$ cat src/common/rtcrw_pkg.sv
// Package with register map, field layouts and timing constants of the clock guard block.
package rtcrw_pkg;

  // Register byte offsets on the APB bus.
  localparam logic [7:0] CTRL_OFFSET = 8'h00;
  localparam logic [7:0] ALARM_CTRL_OFFSET = 8'h10;
  localparam logic [7:0] TIME_OFFSET = 8'h20;
  localparam logic [7:0] DATE_OFFSET = 8'h30;
  localparam logic [7:0] ALARM_TIME_OFFSET = 8'h40;
  localparam logic [7:0] ALARM_DATE_OFFSET = 8'h50;

  // Field positions of the clock control register.
  localparam int CTRL_ON_BIT = 15;
  localparam int CTRL_SECSEL_BIT = 7;
  localparam int CTRL_WREN_BIT = 3;
  localparam int CTRL_TSYNC_BIT = 2;
  localparam int CTRL_HALF_BIT = 1;
  localparam int CTRL_OE_BIT = 0;

  // Field positions of the alarm control register.
  localparam int ALM_EN_BIT = 15;
  localparam int ALM_CHIME_BIT = 14;
  localparam int ALM_PIV_BIT = 13;
  localparam int ALM_SYNC_BIT = 12;
  localparam int ALM_MASK_LSB = 8;
  localparam int ALM_RPT_LSB = 0;

  // Seconds byte lane of the time register.
  localparam int TIME_SEC_LANE = 1;

  // Reset values.
  localparam logic [31:0] CTRL_RESET = 32'h0000_0000;
  localparam logic [31:0] ALARM_CTRL_RESET = 32'h0000_0000;

  // Timebase: 32768 ticks a second; the sync window spans the last ticks before a rollover.
  localparam int PRESCALE_BITS = 15;
  localparam logic [14:0] PRESCALE_LAST = 15'h7FFF;
  localparam logic [14:0] SYNC_WINDOW_START = 15'h7FE0;

  // Control bits held by the control register.
  typedef struct packed {
    logic on;
    logic seconds_select;
    logic write_enable;
    logic pin_output_enable;
  } rtcrw_ctrl_s;

  // Writable fields of the alarm control register.
  typedef struct packed {
    logic alarm_enable;
    logic chime;
    logic pulse_initial_value;
    logic [3:0] alarm_mask;
    logic [7:0] repeat_count;
  } rtcrw_alarm_s;

endpackage : rtcrw_pkg

$ cat src/hw/rtcrw_core.sv
// Register file, reset handling, write guard and output pin logic of the clock and calendar.
//
// How it works
// - Device reset clears alarm control; clock keeps running except after power-on reset.
// - Power-on reset leaves time and date untouched.
// - Only a seconds write clears the prescaler.
// - Watchdog reset acts like device reset.
// - Module off clears and holds sync flags.
// - Pin function drives only with output enable and on.
// - Seconds select picks seconds clock or alarm.
// - Alarm off shows initial value, else pulse.
// - Active pin function overrides the direction bit.
// - Weekday is written once, then advanced here.
// - Leap years handled for 2000 to 2099.
// - Time and date writes during a high rollover are dropped.
// - Time and date writes need write enable.
// - Write enable clears freely, sets after unlock.
// - Module off stops time from advancing.
`timescale 1ns/1ps
module rtcrw_core
  import rtcrw_pkg::*;
(
  input wire logic pclk,
  input wire logic presetn,
  input wire logic por_n,
  input wire logic wdt_rst_n,
  input wire logic psel,
  input wire logic penable,
  input wire logic pwrite,
  input wire logic [7:0] paddr,
  input wire logic [31:0] pwdata,
  input wire logic [3:0] pstrb,
  output logic [31:0] prdata,
  output logic pready,
  output logic pslverr,
  input wire logic timebase_32k,
  input wire logic unlock_ok,
  input wire logic alarm_pulse,
  input wire logic alarm_sync_src,
  input wire logic pin_direction,
  input wire logic gpio_out,
  input wire logic pin_in,
  output logic pin_out,
  output logic pin_oe_n
);

  ////////////////////////////////////////////////////////////////////////////
  // Reset domains.

  logic dev_rst_n;
  logic flag_rst_n;
  rtcrw_ctrl_s ctrl;
  rtcrw_alarm_s alarm;

  // Power-on, bus and watchdog resets all act as the device reset.
  // watchdog equals device
  assign dev_rst_n = presetn & wdt_rst_n & por_n;
  // Status flags sit in reset whenever the module is off.
  // off clears flags
  assign flag_rst_n = por_n & ctrl.on;

  ////////////////////////////////////////////////////////////////////////////
  // Timebase synchroniser and tick detection.

  logic tb_s1;
  logic tb_s2;
  logic tb_s3;
  logic tb_level;
  logic tb_tick;

  // Three stages; the level follows once the second and third agree.
  always_ff @(posedge pclk or negedge por_n)
  begin
    if (!por_n)
    begin
      tb_s1 <= 1'b0;
      tb_s2 <= 1'b0;
      tb_s3 <= 1'b0;
      tb_level <= 1'b0;
    end
    else
    begin
      tb_s1 <= timebase_32k;
      tb_s2 <= tb_s1;
      tb_s3 <= tb_s2;
      if (tb_s2 == tb_s3)
        tb_level <= tb_s3;
    end
  end

  // One tick per rising timebase edge while the module counts.
  // off stops counting
  assign tb_tick = ctrl.on & (tb_s2 == tb_s3) & tb_s3 & ~tb_level;

  ////////////////////////////////////////////////////////////////////////////
  // APB decode.

  logic setup_phase;
  logic access_wr;
  logic hit_ctrl;
  logic hit_alarm;
  logic hit_time;
  logic hit_date;
  logic hit_atime;
  logic hit_adate;
  logic unmapped;

  assign setup_phase = psel & ~penable;
  assign access_wr = psel & penable & pready & pwrite;
  assign hit_ctrl = (paddr == CTRL_OFFSET);
  assign hit_alarm = (paddr == ALARM_CTRL_OFFSET);
  assign hit_time = (paddr == TIME_OFFSET);
  assign hit_date = (paddr == DATE_OFFSET);
  assign hit_atime = (paddr == ALARM_TIME_OFFSET);
  assign hit_adate = (paddr == ALARM_DATE_OFFSET);
  assign unmapped = ~(hit_ctrl | hit_alarm | hit_time | hit_date | hit_atime | hit_adate);

  // Byte-enable merge of write data into an old register value.
  function automatic logic [31:0] merge(input logic [31:0] old, input logic [31:0] wd,
                                        input logic [3:0] strb);
    logic [31:0] res;
    res = old;
    for (int i = 0; i < 4; i++)
      if (strb[i])
        res[8*i +: 8] = wd[8*i +: 8];
    return res;
  endfunction : merge

  ////////////////////////////////////////////////////////////////////////////
  // Prescaler, rollover and write guard.

  logic [14:0] prescaler;
  logic time_sync_flag;
  logic half_second_flag;
  logic alarm_sync_flag;
  logic rollover;
  logic rollover_high;
  logic time_wr;
  logic date_wr;
  logic sec_wr;

  assign rollover = tb_tick & (prescaler == PRESCALE_LAST);
  // The rollover lasts while the counting clock is high at the last count.
  assign rollover_high = ctrl.on & (prescaler == PRESCALE_LAST) & tb_s3;
  assign time_wr = access_wr & hit_time & ctrl.write_enable & ~rollover_high;
  assign date_wr = access_wr & hit_date & ctrl.write_enable & ~rollover_high;
  assign sec_wr = time_wr & pstrb[TIME_SEC_LANE];

  // No reset of any kind reaches the prescaler.
  // seconds write clears
  always_ff @(posedge pclk)
  begin
    if (sec_wr)
      prescaler <= '0;
    else if (tb_tick)
      prescaler <= prescaler + 15'h0001;
  end

  // Status flags, forced low while the module is off.
  always_ff @(posedge pclk or negedge flag_rst_n)
  begin
    if (!flag_rst_n)
    begin
      time_sync_flag <= 1'b0;
      half_second_flag <= 1'b0;
      alarm_sync_flag <= 1'b0;
    end
    else
    begin
      time_sync_flag <= (prescaler >= SYNC_WINDOW_START);
      half_second_flag <= prescaler[PRESCALE_BITS-1];
      alarm_sync_flag <= alarm_sync_src;
    end
  end

  ////////////////////////////////////////////////////////////////////////////
  // Calendar counting.

  logic [31:0] time_reg;
  logic [31:0] date_reg;
  logic [31:0] alarm_time_reg;
  logic [31:0] alarm_date_reg;
  logic [31:0] next_time;
  logic [31:0] next_date;
  logic [7:0] last_day;
  logic leap;

  // BCD increment with wrap from top back to bottom.
  function automatic logic [7:0] bcd_inc(input logic [7:0] v, input logic [7:0] top,
                                         input logic [7:0] bottom);
    logic [7:0] res;
    res = bottom;
    if (v != top)
      res = (v[3:0] == 4'h9) ? {v[7:4] + 4'h1, 4'h0} : {v[7:4], v[3:0] + 4'h1};
    return res;
  endfunction : bcd_inc

  // A two-digit BCD year is a leap year when it divides by four.
  // leap year rule
  assign leap = date_reg[28] ? (date_reg[27:24] == 4'h2 || date_reg[27:24] == 4'h6)
                : (date_reg[27:24] == 4'h0 || date_reg[27:24] == 4'h4 ||
                   date_reg[27:24] == 4'h8);

  // Last day of the current month.
  always_comb
  begin
    unique case (date_reg[23:16])
      8'h02: last_day = leap ? 8'h29 : 8'h28;
      8'h04, 8'h06, 8'h09, 8'h11: last_day = 8'h30;
      default: last_day = 8'h31;
    endcase
  end

  // Next time and date after one second.
  always_comb
  begin
    next_time = time_reg;
    next_date = date_reg;
    next_time[15:8] = bcd_inc(time_reg[15:8], 8'h59, 8'h00);
    if (time_reg[15:8] == 8'h59)
    begin
      next_time[23:16] = bcd_inc(time_reg[23:16], 8'h59, 8'h00);
      if (time_reg[23:16] == 8'h59)
      begin
        next_time[31:24] = bcd_inc(time_reg[31:24], 8'h23, 8'h00);
        if (time_reg[31:24] == 8'h23)
        begin
          next_date[3:0] = (date_reg[3:0] == 4'h6) ? 4'h0 : date_reg[3:0] + 4'h1;
          next_date[15:8] = bcd_inc(date_reg[15:8], last_day, 8'h01);
          if (date_reg[15:8] == last_day)
          begin
            next_date[23:16] = bcd_inc(date_reg[23:16], 8'h12, 8'h01);
            if (date_reg[23:16] == 8'h12)
              next_date[31:24] = bcd_inc(date_reg[31:24], 8'h99, 8'h00);
          end
        end
      end
    end
  end

  // Time and date keep their contents through every reset.
  // untouched by reset
  always_ff @(posedge pclk)
  begin
    if (time_wr)
      time_reg <= merge(time_reg, pwdata, pstrb);
    else if (rollover)
      time_reg <= next_time;
    if (date_wr)
      date_reg <= merge(date_reg, pwdata, pstrb);
    else if (rollover)
      date_reg <= next_date;
    if (access_wr & hit_atime)
      alarm_time_reg <= merge(alarm_time_reg, pwdata, pstrb);
    if (access_wr & hit_adate)
      alarm_date_reg <= merge(alarm_date_reg, pwdata, pstrb);
  end

  ////////////////////////////////////////////////////////////////////////////
  // Control and alarm control registers.

  // Control survives bus and watchdog resets so an enabled clock keeps counting.
  always_ff @(posedge pclk or negedge por_n)
  begin
    if (!por_n)
      ctrl <= '{CTRL_RESET[CTRL_ON_BIT], CTRL_RESET[CTRL_SECSEL_BIT],
                CTRL_RESET[CTRL_WREN_BIT], CTRL_RESET[CTRL_OE_BIT]};
    else if (access_wr & hit_ctrl)
    begin
      ctrl.on <= pwdata[CTRL_ON_BIT];
      ctrl.seconds_select <= pwdata[CTRL_SECSEL_BIT];
      ctrl.pin_output_enable <= pwdata[CTRL_OE_BIT];
      ctrl.write_enable <= pwdata[CTRL_WREN_BIT] & (ctrl.write_enable | unlock_ok);
    end
  end

  always_ff @(posedge pclk or negedge dev_rst_n)
  begin
    if (!dev_rst_n)
      alarm <= '{ALARM_CTRL_RESET[ALM_EN_BIT], ALARM_CTRL_RESET[ALM_CHIME_BIT],
                 ALARM_CTRL_RESET[ALM_PIV_BIT], ALARM_CTRL_RESET[ALM_MASK_LSB +: 4],
                 ALARM_CTRL_RESET[ALM_RPT_LSB +: 8]};
    else if (access_wr & hit_alarm)
    begin
      alarm.alarm_enable <= pwdata[ALM_EN_BIT];
      alarm.chime <= pwdata[ALM_CHIME_BIT];
      alarm.pulse_initial_value <= pwdata[ALM_PIV_BIT];
      alarm.alarm_mask <= pwdata[ALM_MASK_LSB +: 4];
      alarm.repeat_count <= pwdata[ALM_RPT_LSB +: 8];
    end
  end

  ////////////////////////////////////////////////////////////////////////////
  // Read data and bus answer.

  logic [31:0] ctrl_rd;
  logic [31:0] alarm_rd;
  logic [31:0] rdata;

  always_comb
  begin
    ctrl_rd = '0;
    ctrl_rd[CTRL_ON_BIT] = ctrl.on;
    ctrl_rd[CTRL_SECSEL_BIT] = ctrl.seconds_select;
    ctrl_rd[CTRL_WREN_BIT] = ctrl.write_enable;
    ctrl_rd[CTRL_TSYNC_BIT] = time_sync_flag;
    ctrl_rd[CTRL_HALF_BIT] = half_second_flag;
    ctrl_rd[CTRL_OE_BIT] = ctrl.pin_output_enable;
    alarm_rd = '0;
    alarm_rd[ALM_EN_BIT] = alarm.alarm_enable;
    alarm_rd[ALM_CHIME_BIT] = alarm.chime;
    alarm_rd[ALM_PIV_BIT] = alarm.pulse_initial_value;
    alarm_rd[ALM_SYNC_BIT] = alarm_sync_flag;
    alarm_rd[ALM_MASK_LSB +: 4] = alarm.alarm_mask;
    alarm_rd[ALM_RPT_LSB +: 8] = alarm.repeat_count;
  end

  assign rdata = hit_ctrl ? ctrl_rd :
                 hit_alarm ? alarm_rd :
                 hit_time ? time_reg :
                 hit_date ? date_reg :
                 hit_atime ? alarm_time_reg :
                 hit_adate ? alarm_date_reg : 32'h0000_0000;

  // Answer is prepared in the setup cycle and shown in the access cycle.
  always_ff @(posedge pclk or negedge presetn)
  begin
    if (!presetn)
    begin
      pready <= 1'b0;
      pslverr <= 1'b0;
      prdata <= 32'h0000_0000;
    end
    else
    begin
      pready <= setup_phase;
      pslverr <= setup_phase & unmapped;
      prdata <= (setup_phase & ~pwrite) ? rdata : 32'h0000_0000;
    end
  end

  ////////////////////////////////////////////////////////////////////////////
  // Output pin.

  logic pin_active;
  logic pin_func;

  assign pin_active = ctrl.on & ctrl.pin_output_enable;
  assign pin_func = ctrl.seconds_select ? half_second_flag :
                    (alarm.alarm_enable ? alarm_pulse : alarm.pulse_initial_value);

  // Active pin function overrides the general-purpose direction; enable low drives.
  // direction overridden
  always_ff @(posedge pclk or negedge por_n)
  begin
    if (!por_n)
    begin
      pin_out <= 1'b0;
      pin_oe_n <= 1'b1;
    end
    else
    begin
      pin_out <= pin_active ? pin_func : gpio_out;
      pin_oe_n <= pin_active ? 1'b0 : pin_direction;
    end
  end

endmodule : rtcrw_core

$ cat config.mk
export PLATFORM = sky130hd
export DESIGN_NAME = rtcrw_core
export DESIGN_NICKNAME = d
export VERILOG_FILES = /design/src/common/rtcrw_pkg.sv /design/src/hw/rtcrw_core.sv
export SDC_FILE = /design/constraint.sdc
export NUM_CORES = 1
export LEC_CHECK = 0
export ABC_AREA = 0
export BUFFER_PORTS_ARGS = -buffer_cell sky130_fd_sc_hd__buf_4
export CORE_MARGIN = 2
export CORE_UTILIZATION = 25
export CTS_BUF_LIST = sky130_fd_sc_hd__clkbuf_2 sky130_fd_sc_hd__clkbuf_4 sky130_fd_sc_hd__clkbuf_8
export CTS_CLUSTER_SIZE = 8
export DETAILED_ROUTE_END_ITERATION = 12
export GPL_ROUTABILITY_DRIVEN = 0
export GPL_TIMING_DRIVEN = 0
export SYNTH_ARGS = -nofsm -noshare
export SYNTH_HDL_FRONTEND = slang
export SYNTH_SLANG_ARGS = --single-unit
$ cat constraint.sdc
create_clock -name pclk -period 1 [get_ports pclk]
set_input_delay 0.15 -clock pclk [delete_from_list [all_inputs] [get_ports pclk]]
set_output_delay 0.15 -clock pclk [all_outputs]
set_load 0.02 [all_outputs]
==> metrics.md, run 1 <==
| Metric | Value |
|---|---|
| Worst EP arrival | `2.72 ns` |
| Crit path max fanout | `6` |
| Tcrit/Tclk final | `248%` |
| Fin crit period | `~2.5 ns` |
| Combinational Power Share | `under 10%` |
| Seq/Total Area, Yosys | `58.2%` |
| Clock power share | `between 40 and 50%` |
| PD cells | `1210 nW/um^2` |
| Initial core utilization | `between 20% and 30%` |
| Share of power burned in registers | `49.6%` |
| Post-Syn Instances | `837` |
| Asr flop ratio synth | `~30%` |
| Peak VDD IR | `0.623 mV` |
| Hold WC Path Type | `in2async` |
| DP HPWL | `20.9 mm` |
| Slowest cell delay on critical path | `0.43 ns` |
| Full die area | `40700 um^2` |
| Initial DRT Pass Iterations | `5` |
| Library cells used by synthesis | `72` |
| Endpoints failing hold | `34` |
| First-pass GRT wire length | `46.8 mm` |
| Port buffer count | `90` |
| Site Rows | `72` |
| RSZ-0062 raised after global routing | `true` |
| EDFF count, synth | `roughly 130` |
| CP Launch Type | `flop` |
| Clock Root Buffer | `clkbuf_8` |
| Status | `complete, but fails checks` |
| Via count | `7945` |
| F_max | `403 MHz` |
| Switching share of power | `23.2%` |
| Residual DRC | `0` |
| Via density | `about 4.8` |
| Crit path max-delay cell type | `nor4b_4` |
| Total core area | `38600 um^2` |
| # IOs | `94` |
| Failing checks | `hold timing, setup timing` |
| Relative slew slack | `34.1%` |
| Share of cells above drive strength 1 | `46.9%` |
| Inserted Clock Buffers | `37` |
| Ant diodes | `0` |
| Post-synth top flop | `edfxtp_1` |
| #FFs+latches synth | `205` |
| Clock sinks | `205` |
| Setup-failing EPs final | `between 200 and 300` |
| Setup Skew | `0.0208 ns` |
| Worst setup path startpoint | `date_reg[16]` |
| Dpl cell area | `11500 um^2` |
| Mean Syn Cell Area | `approximately 12 um^2` |
| Crit. End Element | `flop` |
| Chip Height | `between 200 and 250 um` |
| Final Worst Setup Slack | `-1.48 ns` |
| Leak pwr | `~0.0060 uW` |
| WS Path Type | `reg2reg` |
| Drt total wl | `32.3 mm` |
| Fillers | `roughly 3600` |
| Antenna Nets Post-Route | `0` |
| Wire per inst | `19.4 um` |
| DRT iter0 DRCs | `511` |
| Antenna violations before repair | `1` |
| Vias in the first global route | `approximately 7800` |
| Global Route Usage Sum | `14.9%` |
| Htree depth | `2` |
| Crit path cell chain | `buf_8, nor4b_4, o311ai_2, a41oi_2, mux2i_4, and2_4, a211oi_4` |
| CTS tree | `done` |
| Worst Path Required | `1.24 ns` |
| Yosys warns | `0` |
| Min Hold Slack | `-0.425 ns` |
| Fin area | `around 15000 um^2` |
| Max Root-Sink Buffers | `3` |
| # nets final | `1194` |
| Sw power | `4230 uW` |
| Later-pin clock latency in the skew report | `~0.56 ns` |
| Post-Syn Area | `9790 um^2` |
| Multi-input gate area | `4910 um^2` |
| Net count after synthesis | `approximately 920` |
| FF/Latch Area | `5720 um^2` |
| Worst-margin pin slew | `about 0.99 ns` |
| Int Power | `around 14000 uW` |
| Die width | `202 um` |
| Pin count of the biggest net entering global routing | `36` |
| Clock transition at path regs | `0.06 ns` |
| Grt total ovfl | `0` |
| Synth-to-layout area growth | `54.0%` |
| Slew Limit Fails | `0` |
| Max capacitance violation total | `0` |
| Origin of the critical flop-to-flop path | `date_reg[16]` |
==> worst max-delay path: cells and delay by family, from the launching register on <==
| kind | cells | cell delay, ns |
|---|---|---|
| compound gates | 3 | 0.85 |
| flops | 1 | 0.40 |
| simple gates | 2 | 0.64 |
| buf+inv | 1 | 0.15 |
| mux | 1 | 0.12 |
==> layer usage <==
layer  global-route usage [%]  share of wire [%]  vias up
li1                         -                  -     3632
met1                     19.5                 43     4009
met2                     24.8                 49      245
met3                     2.95                5.8       57
met4                     4.91                2.5        2
met5                        0              0.031        -
==> worst paths after layout <==
path | slack [ns] | depth (start not counted) | endpoint
worst max-delay path | -1.48 | 7 | date_reg[15]
worst min-delay path | -0.42 | 1 | prdata[20]
worst max register to register | -1.48 | 7 | date_reg[15]
worst min register to register | 0.31 | 2 | half_second_flag
max in group asynchronous | 0.37 | 3 | time_sync_flag
min in group pclk | 0.01 | 2 | time_reg[27]
==> logic make-up (layout without fill, tap and decap cells) <==
kind of cell             Yosys count  in the layout  synth area share (%)
multiplexers                      51             51                  5.84
adder cells (fa/ha/maj)           21             21                  2.66
AND/OR/NAND/NOR                  297            297                  15.7
AO/OA/AOI/OAI                    155            155                  10.8
buffers and inverters             70            378                  3.38
flip-flops                       205            205                  58.2
XOR/XNOR                          38             38                  3.40
==> synth_stat cells, types with 20 or more instances <==
| cell type | n | area share (%) |
|---|---|---|
| a21oi_1 | 28 | 1.4 |
| and2_1 | 28 | 1.8 |
| dfrtp_1 | 61 | 16 |
| edfxtp_1 | 128 | 39 |
| ha_1 | 20 | 2.6 |
| inv_1 | 27 | 1.0 |
| mux2i_1 | 26 | 2.7 |
| nand2_1 | 77 | 3.0 |
| nand3_1 | 21 | 1.1 |
| nor2_1 | 80 | 3.1 |
| nor3_1 | 25 | 1.3 |
| o21ai_0 | 34 | 1.7 |
| xor2_1 | 23 | 2.1 |
==> area by class of cell <==
type,count,share of cell area [%]
repair buffers,246,16.4
multi-input cells,562,32.5
inverters,27,0.672
flip-flops and latches,205,38.0
well taps,518,4.30
plain buffers,37,3.09
clock inverters,9,0.332
clock buffers,59,4.68
==> repair_timing <==
action | CTS | global route
endpoints found under the setup margin | 310 | 311
buffers inserted | 56 | 54
endpoints found under the hold margin | 218 | 49
resized for setup | 126 | 231
pin swaps | 55 | 98
hold buffers | 40 | 2
gates cloned | 0 | 9
==> power groups by stage <==
| stage | clock [uW] | combinational, uW | sequential, uW |
|---|---|---|---|
| after floorplan | 0 | 254 | 9210 |
| after global placement | 0 | 721 | 9210 |
| after detailed placement | 0 | 731 | 9210 |
| after CTS | 8300 | 931 | 9030 |
| after global routing | 8710 | 1100 | 9030 |
| final | 8160 | 1020 | 9040 |
==> placed cells by master (no fill, tap or decap), types with 26 or more instances in the layout <==
cell	n
dlygate4sd3_1	42
clkbuf_8	43
and2_4	26
nand2_1	54
inv_1	26
nor2_1	54
dfrtp_1	61
buf_6	79
edfxtp_1	128
buf_4	115
==> through the flow <==
step	total power (uW)	TNS [ns]	cells	setup WS, ns	util (%)
2_1_floorplan	9470	-247.17	837	-1.24	-
3_3_place_gp	9930	-409.92	1445	-1.95	29.7
3_5_place_dp	9940	-413.58	1445	-1.98	29.7
4_1_cts	18300	-230.09	1606	-1.50	35.1
5_1_grt	18800	-265.90	1663	-1.57	39.0
6_report	18200	-250.55	1663	-1.48	39.0
No activity file was read; power rests on OpenSTA's default activity.
==> run 2, diff against run 1 <==
- CTS_BUF_LIST: sky130_fd_sc_hd__clkbuf_2 sky130_fd_sc_hd__clkbuf_4 sky130_fd_sc_hd__clkbuf_8 -> sky130_fd_sc_hd__clkbuf_4 sky130_fd_sc_hd__clkbuf_8
- SKIP_LAST_GASP: not set -> 1
==> metrics.md, run 2 (same netlist as run 1, synthesis figures left out) <==
| Metric | Value |
|---|---|
| Synth-to-layout area growth | `53.0%` |
| Share of cells above drive strength 1 | `45.4% (-1.5 points)` |
| DRT iter0 DRCs | `520 (+1.8%)` |
| DP HPWL | `20.9 mm (unchanged)` |
| Setup-failing EPs final | `295 (unchanged)` |
| Met1 Usage GRT | `19.4% (-0.17 points)` |
| GR Util met2 | `24.7% (-0.074 points)` |
| Wire per inst | `19.4 um (-0.13%)` |
| Residual DRC | `0 (unchanged)` |
| PD cells | `1210 nW/um^2 (+0.50%)` |
| Dpl ws | `-1.98 ns (unchanged)` |
| WS Path Type | `reg2reg` |
| Antenna Nets Post-Route | `0 (unchanged)` |
| Dpl cell area | `11500 um^2 (unchanged)` |
| Drt total wl | `32.1 mm (-0.38%)` |
| Min Hold Slack | `-0.427 ns (-0.00188 ns)` |
| Most common cell after layout, fill and taps aside | `edfxtp_1` |
| Leak pwr | `0.00598 uW (-1.0%)` |
| Tcrit/Tclk final | `252% (+3.9 points)` |
| # nets final | `1189 (-0.42%)` |
| Inserted Clock Buffers | `37 (unchanged)` |
| Final Worst Setup Slack | `-1.52 ns (-0.0394 ns)` |
| Crit. End Element | `flop` |
| Port buffer count | `90 (unchanged)` |
| Initial core utilization | `25.3% (unchanged)` |
| Clock sinks | `205 (unchanged)` |
| Total negative slack | `-245.50 ns (+5.06 ns)` |
| Crit path max fanout | `5 (-1)` |
| Total core area | `38600 um^2 (unchanged)` |
| Global Route Usage Sum | `14.9% (-0.031 points)` |
| Clock Root Buffer | `clkbuf_8` |
| Htree depth | `2 (unchanged)` |
| Pin count of the biggest net entering global routing | `36 (unchanged)` |
| RSZ-0062 raised after global routing | `true` |
| Fin area | `15000 um^2 (-0.67%)` |
| Full die area | `40700 um^2 (unchanged)` |
| Relative slew slack | `36.7% (+2.7 points)` |
| R2r worst-path depth | `6 (-1)` |
| Via density | `4.74 (-0.81%)` |
| Worst-margin pin slew | `0.949 ns (-0.0400 ns)` |
| Antenna violations before repair | `1 (unchanged)` |
| Chip Height | `202 um (unchanged)` |
| Initial DRT Pass Iterations | `5 (unchanged)` |
| Worst EP arrival | `2.76 ns (+0.04 ns)` |
| Peak VDD IR | `0.630 mV (+1.2%)` |
| Grt total ovfl | `0 (unchanged)` |
| Status | `complete, but fails checks` |
| Clock transition at path regs | `0.06 ns (about the same)` |
| First-pass GRT wire length | `46.8 mm (-0.13%)` |
| Fin crit period | `2.52 ns (+0.0394 ns)` |
| Commonest cells after routing, fill and taps aside | `edfxtp_1 (128), buf_4 (116), buf_6 (77)` |
| Hold WC Path Type | `in2async` |
| # IOs | `94 (unchanged)` |
| Later-pin clock latency in the skew report | `0.56 ns (about the same)` |
| F_max | `396 MHz (-1.6%)` |
| Site Rows | `72 (unchanged)` |
| Slew Limit Fails | `0 (unchanged)` |
| Endpoints failing hold | `34 (unchanged)` |
| Grt met3 use | `3.19% (+0.24 points)` |
| Failing checks | `hold timing, setup timing` |
| Vias in the first global route | `7806 (-0.038%)` |
| CP Launch Type | `flop` |
| GRT busiest layer | `met2` |
| Setup Skew | `0.0209 ns (+0.000118 ns)` |
| Max capacitance violation total | `0 (unchanged)` |
| CTS tree | `done` |
| Via count | `7862 (-1.0%)` |
| Die width | `202 um (unchanged)` |
| Power consumption | `18200 uW (-0.18%)` |
| Max Root-Sink Buffers | `3 (unchanged)` |
| Worst Path Required | `1.23 ns (about the same)` |
run 2: changes by cell type in the layout (fill, tap and decap cells not counted), moves of 3 or more:
cell	delta
o31ai_2	-3
and2_4	-4
o21ai_0	+5
and2_1	+4
a221oi_4	+3
o21ai_1	-3
a221oi_2	-3
run 2: repair_timing:
item                                   CTS  global route
hold buffers                            40             2
endpoints found under the hold margin  218            49
setup endpoints to repair              310           311
resized for setup                       91           233
pin swaps                               32            92
buffers inserted                        56            50
cloned                                   0             9
run 2: worst paths after layout:
| check | from | end | slack, ns |
|---|---|---|---|
| max in group asynchronous | por_n | alarm[6] | 0.37 |
| min | presetn | prdata[20] | -0.43 |
| min reg2reg | tb_s1 | tb_s2 | 0.35 |
| min in group pclk | pstrb[3] | time_reg[27] | 0.01 |
| max reg2reg | date_reg[19] | date_reg[15] | -1.52 |
| max | date_reg[19] | date_reg[15] | -1.52 |
run 2: where the power goes:
part           switching (uW)  internal [uW]
Sequential               29.7           9010
Combinational             538            460
Clock                    3650           4500
Total                    4220          14000
run 2: critical path, cell delays in order (launching register included):
cell and delay, ns:
edfxtp_1 0.46, nor4b_4 0.48, nand4_1 0.20, a211oi_2 0.33, mux2i_4 0.14, and2_4 0.22
a211oi_4 0.37
run 2: stage by stage:
stage / util [%] / std cells
3_5_place_dp: 29.7 / 1445
5_1_grt: 38.7 / 1658
2_1_floorplan: - / 837
4_1_cts: 34.7 / 1606
6_report: 38.7 / 1659
3_3_place_gp: 29.7 / 1445
run 2: cell type report:
type / instances / area, um^2
tap: 518 / 648
inverter: 27 / 101
fill: 3634 / 23700
sequential: 205 / 5720
buffer: 36 / 422
timing repair buffer: 242 / 2440
clock inverter: 9 / 50.0
clock buffer: 59 / 706
multi-input combinational: 562 / 4890
antenna: 1 / 2.50
run 2: layer usage:
layer / vias up / routed length [um] / share of wire [%]
met5: - / 10 / 0.031
li1: 3616 / - / -
met1: 3952 / 13700 / 43
met2: 232 / 15800 / 49
met3: 60 / 1750 / 5.4
met4: 2 / 820 / 2.6
